==> config.mk <==
export PLATFORM = sky130hd
export DESIGN_NAME = e1rx_input_select
export DESIGN_NICKNAME = d
export VERILOG_FILES = /design/src/core/e1rx_input_select.v
export VERILOG_INCLUDE_DIRS = /design/src /design/src/core
export SDC_FILE = /design/constraint.sdc
export NUM_CORES = 1
export LEC_CHECK = 0
export BUFFER_PORTS_ARGS = -buffer_cell sky130_fd_sc_hd__buf_4
export CAP_MARGIN = 30
export CORE_MARGIN = 8
export CORE_UTILIZATION = 50
export CTS_CLUSTER_SIZE = 8
export DETAILED_ROUTE_END_ITERATION = 6
export GPL_TIMING_DRIVEN = 0
export MAX_ROUTING_LAYER = met4
export PLACE_DENSITY = 0.81
export RECOVER_POWER = 25
export SYNTH_ARGS = -nofsm -noshare
export SYNTH_HDL_FRONTEND = slang
export SYNTH_SLANG_ARGS = --single-unit
==> constraint.sdc <==
create_clock -name clk_sys_in -period 2 [get_ports clk_sys_in]
set_input_delay 0 -clock clk_sys_in [delete_from_list [all_inputs] [get_ports clk_sys_in]]
set_output_delay 0 -clock clk_sys_in [all_outputs]
set_load 0.05 [all_outputs]
==> src/core/e1rx_regs.vh <==
// Register offsets, field positions, reset values and timing counts
// for the E1 receive line input selector.
// Assumes an AXI4-Lite master with 8-bit byte addresses and 32-bit data.
`ifndef E1RX_REGS_VH
`define E1RX_REGS_VH

`define E1RX_ADDR_W 8
`define E1RX_CFG_OFS 8'h00
`define E1RX_STAT_OFS 8'h04
`define E1RX_CNT_OFS 8'h08

`define E1RX_CFG_SINGLE_BIT 0
`define E1RX_CFG_NRZ_BIT 1
`define E1RX_CFG_FALL_BIT 2
`define E1RX_CFG_ANALOG_BIT 3
`define E1RX_CFG_W 4
`define E1RX_CFG_RST 4'h0

`define E1RX_RESP_OKAY 2'h0
`define E1RX_RESP_SLVERR 2'h2

`define E1RX_CLK_PERIOD_NS 8
`define E1RX_BIT_PERIOD_NS 488
`define E1RX_BIT_CYC (`E1RX_BIT_PERIOD_NS / `E1RX_CLK_PERIOD_NS)
`define E1RX_PH_W 6
`define E1RX_PH_LAST (`E1RX_BIT_CYC - 1)
`define E1RX_PH_HALF (`E1RX_BIT_CYC / 2)
`define E1RX_PH_MARK (`E1RX_BIT_CYC / 4)

`endif

==> src/core/e1rx_input_select.v <==
// Receive line input stage: dual-rail RZ/NRZ or single-rail input, sampling on the
// line clock, clock recovery from rail pulses, and sliced pulse output when analog is on.
// Assumes all line-side inputs are asynchronous to clk_sys_in and an AXI4-Lite master.
//
// The AXI4-Lite register port and the register addresses are this design's own decisions.
`timescale 1ns/10ps
`include "e1rx_regs.vh"

module e1rx_input_select (
    input wire clk_sys_in, // System clock, 125 MHz
    input wire rst_n_in, // Asynchronous reset, active low
    input wire rx_pos_rail_in, // Positive rail pin, input side
    input wire rx_neg_rail_in, // Negative rail pin, input side
    output wire sliced_pos_pulse_out, // Positive rail pin, output side
    output wire sliced_neg_pulse_out, // Negative rail pin, output side
    output wire pos_rail_oe_out, // Positive rail pin drive enable
    output wire neg_rail_oe_out, // Negative rail pin drive enable
    input wire slicer_pos_in, // Analog slicer positive comparator
    input wire slicer_neg_in, // Analog slicer negative comparator
    input wire rx_line_clk_in, // External recovered line clock
    output wire recovered_clk_out, // Recovered receive clock
    output wire rx_bit_pos_out, // Sampled positive rail or data
    output wire rx_bit_neg_out, // Sampled negative rail or violation
    output wire rx_bit_valid_out, // One-cycle strobe per received bit
    input wire [`E1RX_ADDR_W-1:0] s_axi_awaddr, // Write address
    input wire s_axi_awvalid, // Write address valid
    output wire s_axi_awready, // Write address ready
    input wire [31:0] s_axi_wdata, // Write data
    input wire [3:0] s_axi_wstrb, // Write byte strobes
    input wire s_axi_wvalid, // Write data valid
    output wire s_axi_wready, // Write data ready
    output wire [1:0] s_axi_bresp, // Write response
    output wire s_axi_bvalid, // Write response valid
    input wire s_axi_bready, // Write response ready
    input wire [`E1RX_ADDR_W-1:0] s_axi_araddr, // Read address
    input wire s_axi_arvalid, // Read address valid
    output wire s_axi_arready, // Read address ready
    output wire [31:0] s_axi_rdata, // Read data
    output wire [1:0] s_axi_rresp, // Read response
    output wire s_axi_rvalid, // Read response valid
    input wire s_axi_rready // Read response ready
);

    localparam IDX_POS = 0;
    localparam IDX_NEG = 1;
    localparam IDX_LCLK = 2;
    localparam IDX_APOS = 3;
    localparam IDX_ANEG = 4;
    // The re-centre phase is cut to the counter width on purpose; it always fits.
    localparam [31:0] PH_MARK_FULL = `E1RX_PH_MARK;

    wire [4:0] async_w;
    reg [4:0] sync_s1_q;
    reg [4:0] sync_s2_q;
    reg lclk_s3_q;
    reg [`E1RX_CFG_W-1:0] cfg_q;
    reg [`E1RX_PH_W-1:0] phase_q;
    reg [`E1RX_PH_W-1:0] phase_d;
    reg mark_prev_q;
    reg acc_pos_q;
    reg acc_neg_q;
    reg bit_pos_q;
    reg bit_neg_q;
    reg bit_valid_q;
    reg rec_clk_q;
    reg sl_pos_q;
    reg sl_neg_q;
    reg oe_q;
    reg [15:0] bit_cnt_q;
    reg aw_rdy_q;
    reg w_rdy_q;
    reg aw_have_q;
    reg w_have_q;
    reg [`E1RX_ADDR_W-1:0] aw_addr_q;
    reg [31:0] w_data_q;
    reg [3:0] w_strb_q;
    reg bvalid_q;
    reg [1:0] bresp_q;
    reg ar_rdy_q;
    reg rvalid_q;
    reg [1:0] rresp_q;
    reg [31:0] rdata_q;

    assign async_w = {slicer_neg_in, slicer_pos_in, rx_line_clk_in, rx_neg_rail_in,
        rx_pos_rail_in};

    // Every line-side input is resynchronised; only the second stage is read.
    genvar g;
    generate
        for (g = 0; g < 5; g = g + 1) begin : g_sync
            always @(posedge clk_sys_in or negedge rst_n_in) begin
                if (!rst_n_in) begin
                    sync_s1_q[g] <= 1'b0;
                    sync_s2_q[g] <= 1'b0;
                end else begin
                    sync_s1_q[g] <= async_w[g];
                    sync_s2_q[g] <= sync_s1_q[g];
                end
            end
        end
    endgenerate

    wire cfg_single = cfg_q[`E1RX_CFG_SINGLE_BIT];
    wire cfg_nrz = cfg_q[`E1RX_CFG_NRZ_BIT];
    wire cfg_fall = cfg_q[`E1RX_CFG_FALL_BIT];
    wire cfg_analog = cfg_q[`E1RX_CFG_ANALOG_BIT];

    // Pulse-driven recovery serves both the RZ rails and the slicer pulses.
    wire rz_path = cfg_analog | (~cfg_single & ~cfg_nrz);
    wire src_pos = cfg_analog ? sync_s2_q[IDX_APOS] : sync_s2_q[IDX_POS];
    wire src_neg = cfg_analog ? sync_s2_q[IDX_ANEG] : sync_s2_q[IDX_NEG];
    wire mark = src_pos | src_neg;
    wire mark_rise = mark & ~mark_prev_q;
    wire ph_wrap = (phase_q == `E1RX_PH_LAST);

    wire lclk_rise = sync_s2_q[IDX_LCLK] & ~lclk_s3_q;
    wire lclk_fall = ~sync_s2_q[IDX_LCLK] & lclk_s3_q;
    wire lclk_take = cfg_fall ? lclk_fall : lclk_rise;

    // A pulse re-centres the bit cell so that a run of zeros keeps the
    // clock running at the nominal rate; every pulse rise loads the phase to a quarter bit, whatever its offset.
    always @* begin
        phase_d = phase_q + 6'h01;
        if (mark_rise) begin
            phase_d = PH_MARK_FULL[`E1RX_PH_W-1:0];
        end else if (ph_wrap) begin
            phase_d = 6'h00;
        end
    end

    always @(posedge clk_sys_in or negedge rst_n_in) begin
        if (!rst_n_in) begin
            lclk_s3_q <= 1'b0;
            phase_q <= 6'h00;
            mark_prev_q <= 1'b0;
            acc_pos_q <= 1'b0;
            acc_neg_q <= 1'b0;
            bit_pos_q <= 1'b0;
            bit_neg_q <= 1'b0;
            bit_valid_q <= 1'b0;
            rec_clk_q <= 1'b0;
            sl_pos_q <= 1'b0;
            sl_neg_q <= 1'b0;
            oe_q <= 1'b0;
            bit_cnt_q <= 16'h0000;
        end else begin
            lclk_s3_q <= sync_s2_q[IDX_LCLK];
            phase_q <= phase_d;
            mark_prev_q <= mark;
            bit_valid_q <= 1'b0;
            // A mark seen in the wrap cycle is kept for the next cell.
            if (ph_wrap) begin
                acc_pos_q <= src_pos;
                acc_neg_q <= src_neg;
            end else begin
                acc_pos_q <= acc_pos_q | src_pos;
                acc_neg_q <= acc_neg_q | src_neg;
            end
            if (rz_path) begin
                rec_clk_q <= (phase_q < `E1RX_PH_HALF);
                if (ph_wrap) begin
                    bit_pos_q <= acc_pos_q | src_pos;
                    bit_neg_q <= acc_neg_q | src_neg;
                    bit_valid_q <= 1'b1;
                end
            end else begin
                rec_clk_q <= sync_s2_q[IDX_LCLK];
                if (lclk_take) begin
                    // In single-rail form the pos pin is data, the neg pin violation.
                    bit_pos_q <= sync_s2_q[IDX_POS];
                    bit_neg_q <= sync_s2_q[IDX_NEG];
                    bit_valid_q <= 1'b1;
                end
            end
            if (bit_valid_q) begin
                bit_cnt_q <= bit_cnt_q + 16'h0001;
            end
            oe_q <= cfg_analog;
            sl_pos_q <= cfg_analog & sync_s2_q[IDX_APOS];
            sl_neg_q <= cfg_analog & sync_s2_q[IDX_ANEG];
        end
    end

    // AXI4-Lite slave: address and data are taken in either order.
    wire aw_hs = s_axi_awvalid & aw_rdy_q;
    wire w_hs = s_axi_wvalid & w_rdy_q;
    wire do_write = aw_have_q & w_have_q & ~bvalid_q;
    wire ar_hs = s_axi_arvalid & ar_rdy_q;

    always @(posedge clk_sys_in or negedge rst_n_in) begin
        if (!rst_n_in) begin
            aw_rdy_q <= 1'b1;
            w_rdy_q <= 1'b1;
            aw_have_q <= 1'b0;
            w_have_q <= 1'b0;
            aw_addr_q <= 8'h00;
            w_data_q <= 32'h00000000;
            w_strb_q <= 4'h0;
            bvalid_q <= 1'b0;
            bresp_q <= `E1RX_RESP_OKAY;
            cfg_q <= `E1RX_CFG_RST;
        end else begin
            if (aw_hs) begin
                aw_rdy_q <= 1'b0;
                aw_have_q <= 1'b1;
                aw_addr_q <= s_axi_awaddr;
            end
            if (w_hs) begin
                w_rdy_q <= 1'b0;
                w_have_q <= 1'b1;
                w_data_q <= s_axi_wdata;
                w_strb_q <= s_axi_wstrb;
            end
            if (do_write) begin
                aw_have_q <= 1'b0;
                w_have_q <= 1'b0;
                bvalid_q <= 1'b1;
                if (aw_addr_q == `E1RX_CFG_OFS) begin
                    bresp_q <= `E1RX_RESP_OKAY;
                    if (w_strb_q[0]) begin
                        cfg_q <= w_data_q[`E1RX_CFG_W-1:0];
                    end
                end else if (aw_addr_q == `E1RX_STAT_OFS || aw_addr_q == `E1RX_CNT_OFS) begin
                    bresp_q <= `E1RX_RESP_OKAY;
                end else begin
                    bresp_q <= `E1RX_RESP_SLVERR;
                end
            end
            if (bvalid_q && s_axi_bready) begin
                bvalid_q <= 1'b0;
                aw_rdy_q <= 1'b1;
                w_rdy_q <= 1'b1;
            end
        end
    end

    always @(posedge clk_sys_in or negedge rst_n_in) begin
        if (!rst_n_in) begin
            ar_rdy_q <= 1'b1;
            rvalid_q <= 1'b0;
            rresp_q <= `E1RX_RESP_OKAY;
            rdata_q <= 32'h00000000;
        end else begin
            if (ar_hs) begin
                ar_rdy_q <= 1'b0;
                rvalid_q <= 1'b1;
                rresp_q <= `E1RX_RESP_OKAY;
                case (s_axi_araddr)
                    `E1RX_CFG_OFS: rdata_q <= {28'h0000000, cfg_q};
                    `E1RX_STAT_OFS: rdata_q <= {26'h0, oe_q, rz_path,
                        rec_clk_q, sync_s2_q[IDX_LCLK], bit_neg_q, bit_pos_q};
                    `E1RX_CNT_OFS: rdata_q <= {16'h0000, bit_cnt_q};
                    default: begin
                        rdata_q <= 32'h00000000;
                        rresp_q <= `E1RX_RESP_SLVERR;
                    end
                endcase
            end else if (rvalid_q && s_axi_rready) begin
                rvalid_q <= 1'b0;
                ar_rdy_q <= 1'b1;
            end
        end
    end

    assign sliced_pos_pulse_out = sl_pos_q;
    assign sliced_neg_pulse_out = sl_neg_q;
    assign pos_rail_oe_out = oe_q;
    assign neg_rail_oe_out = oe_q;
    assign recovered_clk_out = rec_clk_q;
    assign rx_bit_pos_out = bit_pos_q;
    assign rx_bit_neg_out = bit_neg_q;
    assign rx_bit_valid_out = bit_valid_q;
    assign s_axi_awready = aw_rdy_q;
    assign s_axi_wready = w_rdy_q;
    assign s_axi_bresp = bresp_q;
    assign s_axi_bvalid = bvalid_q;
    assign s_axi_arready = ar_rdy_q;
    assign s_axi_rdata = rdata_q;
    assign s_axi_rresp = rresp_q;
    assign s_axi_rvalid = rvalid_q;

endmodule // e1rx_input_select

==> flow_summary.yaml, run 1 <==
status:
  status: "completed"
critical_path:
  startpoint_type: "flip-flop"
  worstPathRequired_ns: 2.22
  end_kind: "flip-flop"
  arrival_ns: 2.00
  cp_max_fo: 5
  path_class: "reg -> reg"
placement:
  gp_congestion: 0.7489
  dp_slack_ns: 0.2539
  hpwlAfterDp_um: 5027
  place_area_sq_um: 4217
  dpl.cell_count: 469
  port_buffers: 62
detailed_routing:
  drtIter0Drc: 53
  drt-total-wl_um: 6832
  drcViolationCount: 0
  ant_nets: 0
  routedWlPerCell_um: 13.32
  dr.max_layer_used: "met4"
  met1Wirelength_um: 3029
  vias: 2472
  route.met2.wl_um: 3172
  viasPerCell: 4.819
  first_pass_iters: 4
  wl_met3_um: 516
timing:
  fin_tns_setup_ns: 0
  rsz0062_at_grt: "false"
  fin_crit_sh_pct: 88.79
  hold_slack_ns: 0.05636
  maxSlewViolCount: 0
  slew_headroom_pct: 51.46
  period_needed_ns: 1.776
  fin_skew_ns: 0.01075
  setup_viol: 0
  finalHoldViolations: 0
  worst_slew_pin_slew_ns: 0.7280
  final.setup.worst_slack_ns: 0.2242
  fmax_ghz: 0.5631
layout:
  final_common_cell: "dfrtp_1"
  design_area_sq_um: 4673
  nets: 479
  drive_gt1_share_pct: 30.22
  area_growth_pct: 32.03
  final_cells: 513
  fillCellCount: 527
  layout_common_cells: "dfrtp_1, buf_4, dlygate4sd3_1"
  antenna_cells: 0
floorplanning:
  io_pins: 113
  core_sq_um: 6832
  fp.dieW_um: 100.1
  num_rows: 30
  start_util_pct: 51.81
  die_h_um: 100.1
  fp.dieArea_sq_um: 10030
logic_synthesis:
  ys_seq_elements: 85
  synthCells: 293
  synth_cell_types: 39
  synth-simple-area-share_pct: 10.89
  synth_top_family_by_area: "simple AND/OR/NAND/NOR gates"
  seq_area_frac_synth_pct: 60.20
  synth-edff-count: 0
  syn_area_per_cell_sq_um: 12.08
  netlist_area_sq_um: 3540
  yosysWarnings: 0
  synth_fa_ha_area_share_pct: 1.060
  synth-xor-area-share_pct: 4.454
  synth_compound_area_share_pct: 8.943
  synthMuxAreaShare_pct: 8.802
  synth-async-reset-ratio_pct: 100.0
  synth_ff_type: "dfrtp_1"
grt:
  first_global_vias: 2569
  grt_overflow: 0
  antenna_found_initial: 0
  grt_max_degree: 57
  grtUsageTotal_pct: 14.99
  grt_pass1_wl_um: 11850
cts:
  cts_sinks: 85
  root_buffer: "clkbuf_8"
  cts_buffer_depth: 2
  clock_latency_ns: 0.34
  cts.htree.levels: 3
  cts_buffers: 9
  cts_tree: "done"
  cts.clk_slew.worst_paths_ns: 0.08
pwr:
  powerDensity_nw_per_um2: 1030
  power_leakage_nw: 2.295
  peakVddDrop_mv: 1.192
hold_path:
  hold_class: "in -> reg"
job:
  cap_viol_max_count: 0
Yosys cell counts (2+ instances only):
cell type	instances	area share, %
nor3_1	5	0.71
buf_4	19	4.0
a22o_1	10	2.5
mux2_4	4	1.7
a31oi_1	2	0.35
o21ai_0	18	2.5
nor2b_1	3	0.53
a221o_1	2	0.57
a21oi_1	14	2.0
dfstp_2	3	2.2
nand2_1	23	2.4
nand3_1	8	1.1
and3_1	3	0.53
nand4_1	5	0.88
and2_1	2	0.35
a22oi_1	2	0.42
mux2i_1	6	1.7
xor2_1	10	2.5
clkbuf_1	4	0.42
mux2_2	17	5.4
nand2b_1	3	0.53
xnor2_1	8	2.0
ha_1	3	1.1
inv_1	9	0.95
dfrtp_1	82	58
nor2_1	15	1.6
final timing paths:
kind | startpoint | endpoint | slack (ns) | cells after the start
worst max register to register | phase_q[0]$_DFF_PN0_ | rx_bit_neg_out$_DFFE_PN0P_ | 0.22 | 5
worst max-delay path | phase_q[0]$_DFF_PN0_ | rx_bit_neg_out$_DFFE_PN0P_ | 0.22 | 5
min in group asynchronous | rst_n_in | sync_s1_q[3]$_DFF_PN0_ | 0.24 | 2
max in group asynchronous | rst_n_in | bit_cnt_q[1]$_DFFE_PN0P_ | 0.52 | 3
worst min register to register | sync_s1_q[2]$_DFF_PN0_ | sync_s2_q[2]$_DFF_PN0_ | 0.35 | 0
worst min-delay path | s_axi_araddr[0] | s_axi_rdata[5]$_DFFE_PN0P_ | 0.06 | 4
what timing repair did:
action | in CTS | in global routing
gates resized for setup | 0 | 0
setup buffers | 0 | 0
endpoints found under the hold margin | 109 | 0
hold buffers | 28 | 0
logic make-up after synthesis:
family          count (synthesis)
buf+inv                        33
compound gates                 51
fa+ha+maj                       3
mux                            27
other cells                     1
flops                          85
xor+xnor                       18
simple gates                   75
worst max-delay path, stage by stage, from the launching register on:
cell and delay, ns:
dfrtp_1 0.45, inv_1 0.08, ha_1 0.23, and3_1 0.22, mux2i_1 0.31, mux2_2 0.37
state kept, by name (all words and copies together), names as in the netlist, 4 cells and up:
| signal | flops |
|---|---|
| s_axi_rdata | 16 |
| phase_q | 6 |
| sync_s1_q | 5 |
| sync_s2_q | 5 |
| aw_addr_q | 8 |
| w_data_q | 4 |
| bit_cnt_q | 16 |
| cfg_q | 4 |
layer usage:
metal  vias to the layer above  GRT usage (%)
met2                        75          23.33
met5                         -              -
met1                      1158          17.30
met3                        11          5.121
met4                         0          6.512
li1                       1228              -
through the flow:
step                total power, W  utilization [%]
detailed placement        0.003603            61.72
CTS                       0.004868            68.74
floorplan                 0.003207                -
finish                    0.004812            68.41
global route              0.005100            68.41
global placement          0.003533            61.32
report_power, final:
part / switching [W] / total, W / leakage, nW / internal, W
registers: 0.000279 / 0.00234 / 1.08 / 0.00206
logic: 0.000725 / 0.00128 / 1.11 / 0.000557
clock network: 0.000574 / 0.00119 / 0.104 / 0.000614
layout make-up:
| type | instances | area, sq um | share of cell area (%) |
|---|---|---|---|
| well taps | 96 | 120.1 | 2.570 |
| inverters | 9 | 33.78 | 0.7229 |
| flip-flops and latches | 85 | 2131 | 45.60 |
| clock inverters | 5 | 57.56 | 1.232 |
| clock buffers | 11 | 141.4 | 3.025 |
| multi-input cells | 192 | 1276 | 27.31 |
| plain buffers | 24 | 162.7 | 3.481 |
| repair buffers | 91 | 750.7 | 16.06 |
(Power assumes the default switching activity.)
==> run 2, diff against run 1 <==
Settings changed: CELL_PAD_IN_SITES_DETAIL_PLACEMENT set to 1, CELL_PAD_IN_SITES_GLOBAL_PLACEMENT set to 2, CORE_UTILIZATION 50 to 32.
==> run 2 against run 1 <==
Via count is 2.1% higher. Maximum frequency is 0.53% lower. Global-route usage is 3.1 points lower. Wire length is 16% higher. Final area is 1.6% higher. First-iteration DRC count is 81% higher. Critical path depth is 2 lower. Worst hold slack worse by 0.011 ns. Clock power is 4% higher. Core utilization is 25 points lower. Clock-buffer cell count stayed put. Critical path type unchanged. Critical endpoint unchanged.
==> flow_summary.yaml, run 2 (synthesized netlist as in run 1, its figures left out) <==
placement:
  gp_congestion: 0.7122
  hpwlAfterDp_um: 5815
  place_area_sq_um: 4272
  dp_slack_ns: 0.2245
  port_buffers: 62
hold_path:
  hold_class: "in -> reg"
  hold_start: "s_axi_araddr[0]"
detailed_routing:
  drt-total-wl_um: 7902
  viasPerCell: 4.531
  routedWlPerCell_um: 14.19
  ant_nets: 0
  drcViolationCount: 0
  drtIter0Drc: 96
  first_pass_iters: 4
  vias: 2524
timing:
  maxSlewViolCount: 0
  fin_skew_ns: 0.01028
  fmax_ghz: 0.5602
  fin_tns_setup_ns: 0
  slew_headroom_pct: 8.287
  setup_viol: 0
  fin_crit_sh_pct: 89.26
  hold_slack_ns: 0.04569
  finalHoldViolations: 0
  period_needed_ns: 1.785
  final.setup.worst_slack_ns: 0.2148
  rsz0062_at_grt: "false"
  worst_slew_pin_slew_ns: 1.376
grt:
  globalRouteMet3Util_pct: 2.466
  grtUsageTotal_pct: 11.85
  first_global_vias: 2750
  grt_pass1_wl_um: 13790
  grt_max_degree: 64
  antenna_found_initial: 0
  grt_overflow: 0
  grt_busiest_layer: "met2"
  met2_usage_pct: 18.10
  grt_util_met1_pct: 14.78
layout:
  antenna_cells: 0
  area_growth_pct: 34.11
  final_common_cell: "dfrtp_1"
  design_area_sq_um: 4747
  multi_input_area_sq_um: 1276
  layout_common_cells: "dfrtp_1, buf_4, dlygate4sd3_1"
  utilization_pct: 43.79
  drive_gt1_share_pct: 29.98
  nets: 479
  fillCellCount: 1188
  seqCellArea_sq_um: 2131
floorplanning:
  start_util_pct: 32.65
  die_h_um: 121.2
  fp.dieArea_sq_um: 14680
  num_rows: 38
  fp.dieW_um: 121.2
  io_pins: 113
  core_sq_um: 10840
critical_path:
  worstPathRequired_ns: 2.23
  path_class: "reg -> reg"
  path_cells: "o21ai_0 > mux2i_1 > mux2_2"
  cp-startpoint: "cfg_q[0]$_DFFE_PN0P_"
  cp_max_fo: 4
  end_kind: "flip-flop"
  r2r-start: "cfg_q[0]$_DFFE_PN0P_"
  arrival_ns: 2.02
  crit_path_max_incr_delay_ns: 0.49
  slowest_stage: "o21ai_0"
  startpoint_type: "flip-flop"
cts:
  cts.clk_slew.worst_paths_ns: 0.09
  root_buffer: "clkbuf_8"
  cts_resized: 0
  clock_latency_ns: 0.35
  cts_buffer_depth: 2
  cts.htree.levels: 3
  cts_hold_buf: 28
  cts_tree: "done"
  cts_buffers: 9
  cts_sinks: 85
  post_cts_buffers: 0
pwr:
  peakVddDrop_mv: 0.5849
  power_leakage_nw: 2.301
  swShare_pct: 33.58
  p_int_w: 0.003241
  power.share.combinational_pct: 26.7
  powerDensity_nw_per_um2: 1028
  sequentialPowerShare_pct: 47.9
  clockPowerShare_pct: 25.4
  power.switching_w: 0.001639
status:
  status: "completed"
job:
  cap_viol_max_count: 0
run 2: critical path, delay by kind of cell, from the launching register on:
family	cells	cell delay, ns
AOI/OAI and AO/OA	1	0.49
DFF	1	0.43
muxes	2	0.76
run 2: final cells by class:
cell class                 count  share of cell area (%)
clock buffer                  11                   2.978
multi-input combinational    192                   26.88
tap                          140                   3.690
timing repair buffer          91                   16.21
buffer                        24                   3.426
inverter                       9                  0.7117
sequential                    85                   44.89
clock inverter                 5                   1.212
run 2: path summary, 6_finish.rpt:
| path | cells after the start | slack [ns] | to |
|---|---|---|---|
| setup / recovery | 3 | 0.21 | rx_bit_neg_out$_DFFE_PN0P_ |
| hold / removal | 4 | 0.05 | s_axi_rdata[5]$_DFFE_PN0P_ |
| setup reg to reg | 3 | 0.21 | rx_bit_neg_out$_DFFE_PN0P_ |
| hold reg to reg | 0 | 0.35 | sync_s2_q[4]$_DFF_PN0_ |
| max in group asynchronous | 3 | 0.53 | s_axi_awready$_DFFE_PN1P_ |
| min in group asynchronous | 2 | 0.50 | phase_q[1]$_DFF_PN0_ |
run 2: power groups by stage:
| stage | registers, W | clock network [W] | logic [W] |
|---|---|---|---|
| after detailed placement | 0.00237 | 0 | 0.00126 |
| after global placement | 0.00235 | 0 | 0.00121 |
| after CTS | 0.00234 | 0.00129 | 0.00132 |
| after global routing | 0.00240 | 0.00136 | 0.00143 |
| after floorplan | 0.00257 | 0 | 0.000633 |
| final | 0.00234 | 0.00124 | 0.00130 |
run 2: per-layer routing:
| metal | up-vias | share of wire (%) |
|---|---|---|
| li1 | 1216 | - |
| met1 | 1240 | 46 |
| met5 | - | 0 |
| met3 | 9 | 5.0 |
| met4 | 0 | 1.5 |
| met2 | 59 | 48 |
run 2: per-stage QoR:
step           std cells  total power (W)
3_5_place_dp         513         0.003629
3_3_place_gp         512         0.003562
5_1_grt              557         0.005190
6_report             557         0.004881
4_1_cts              557         0.004955
2_1_floorplan        310         0.003207
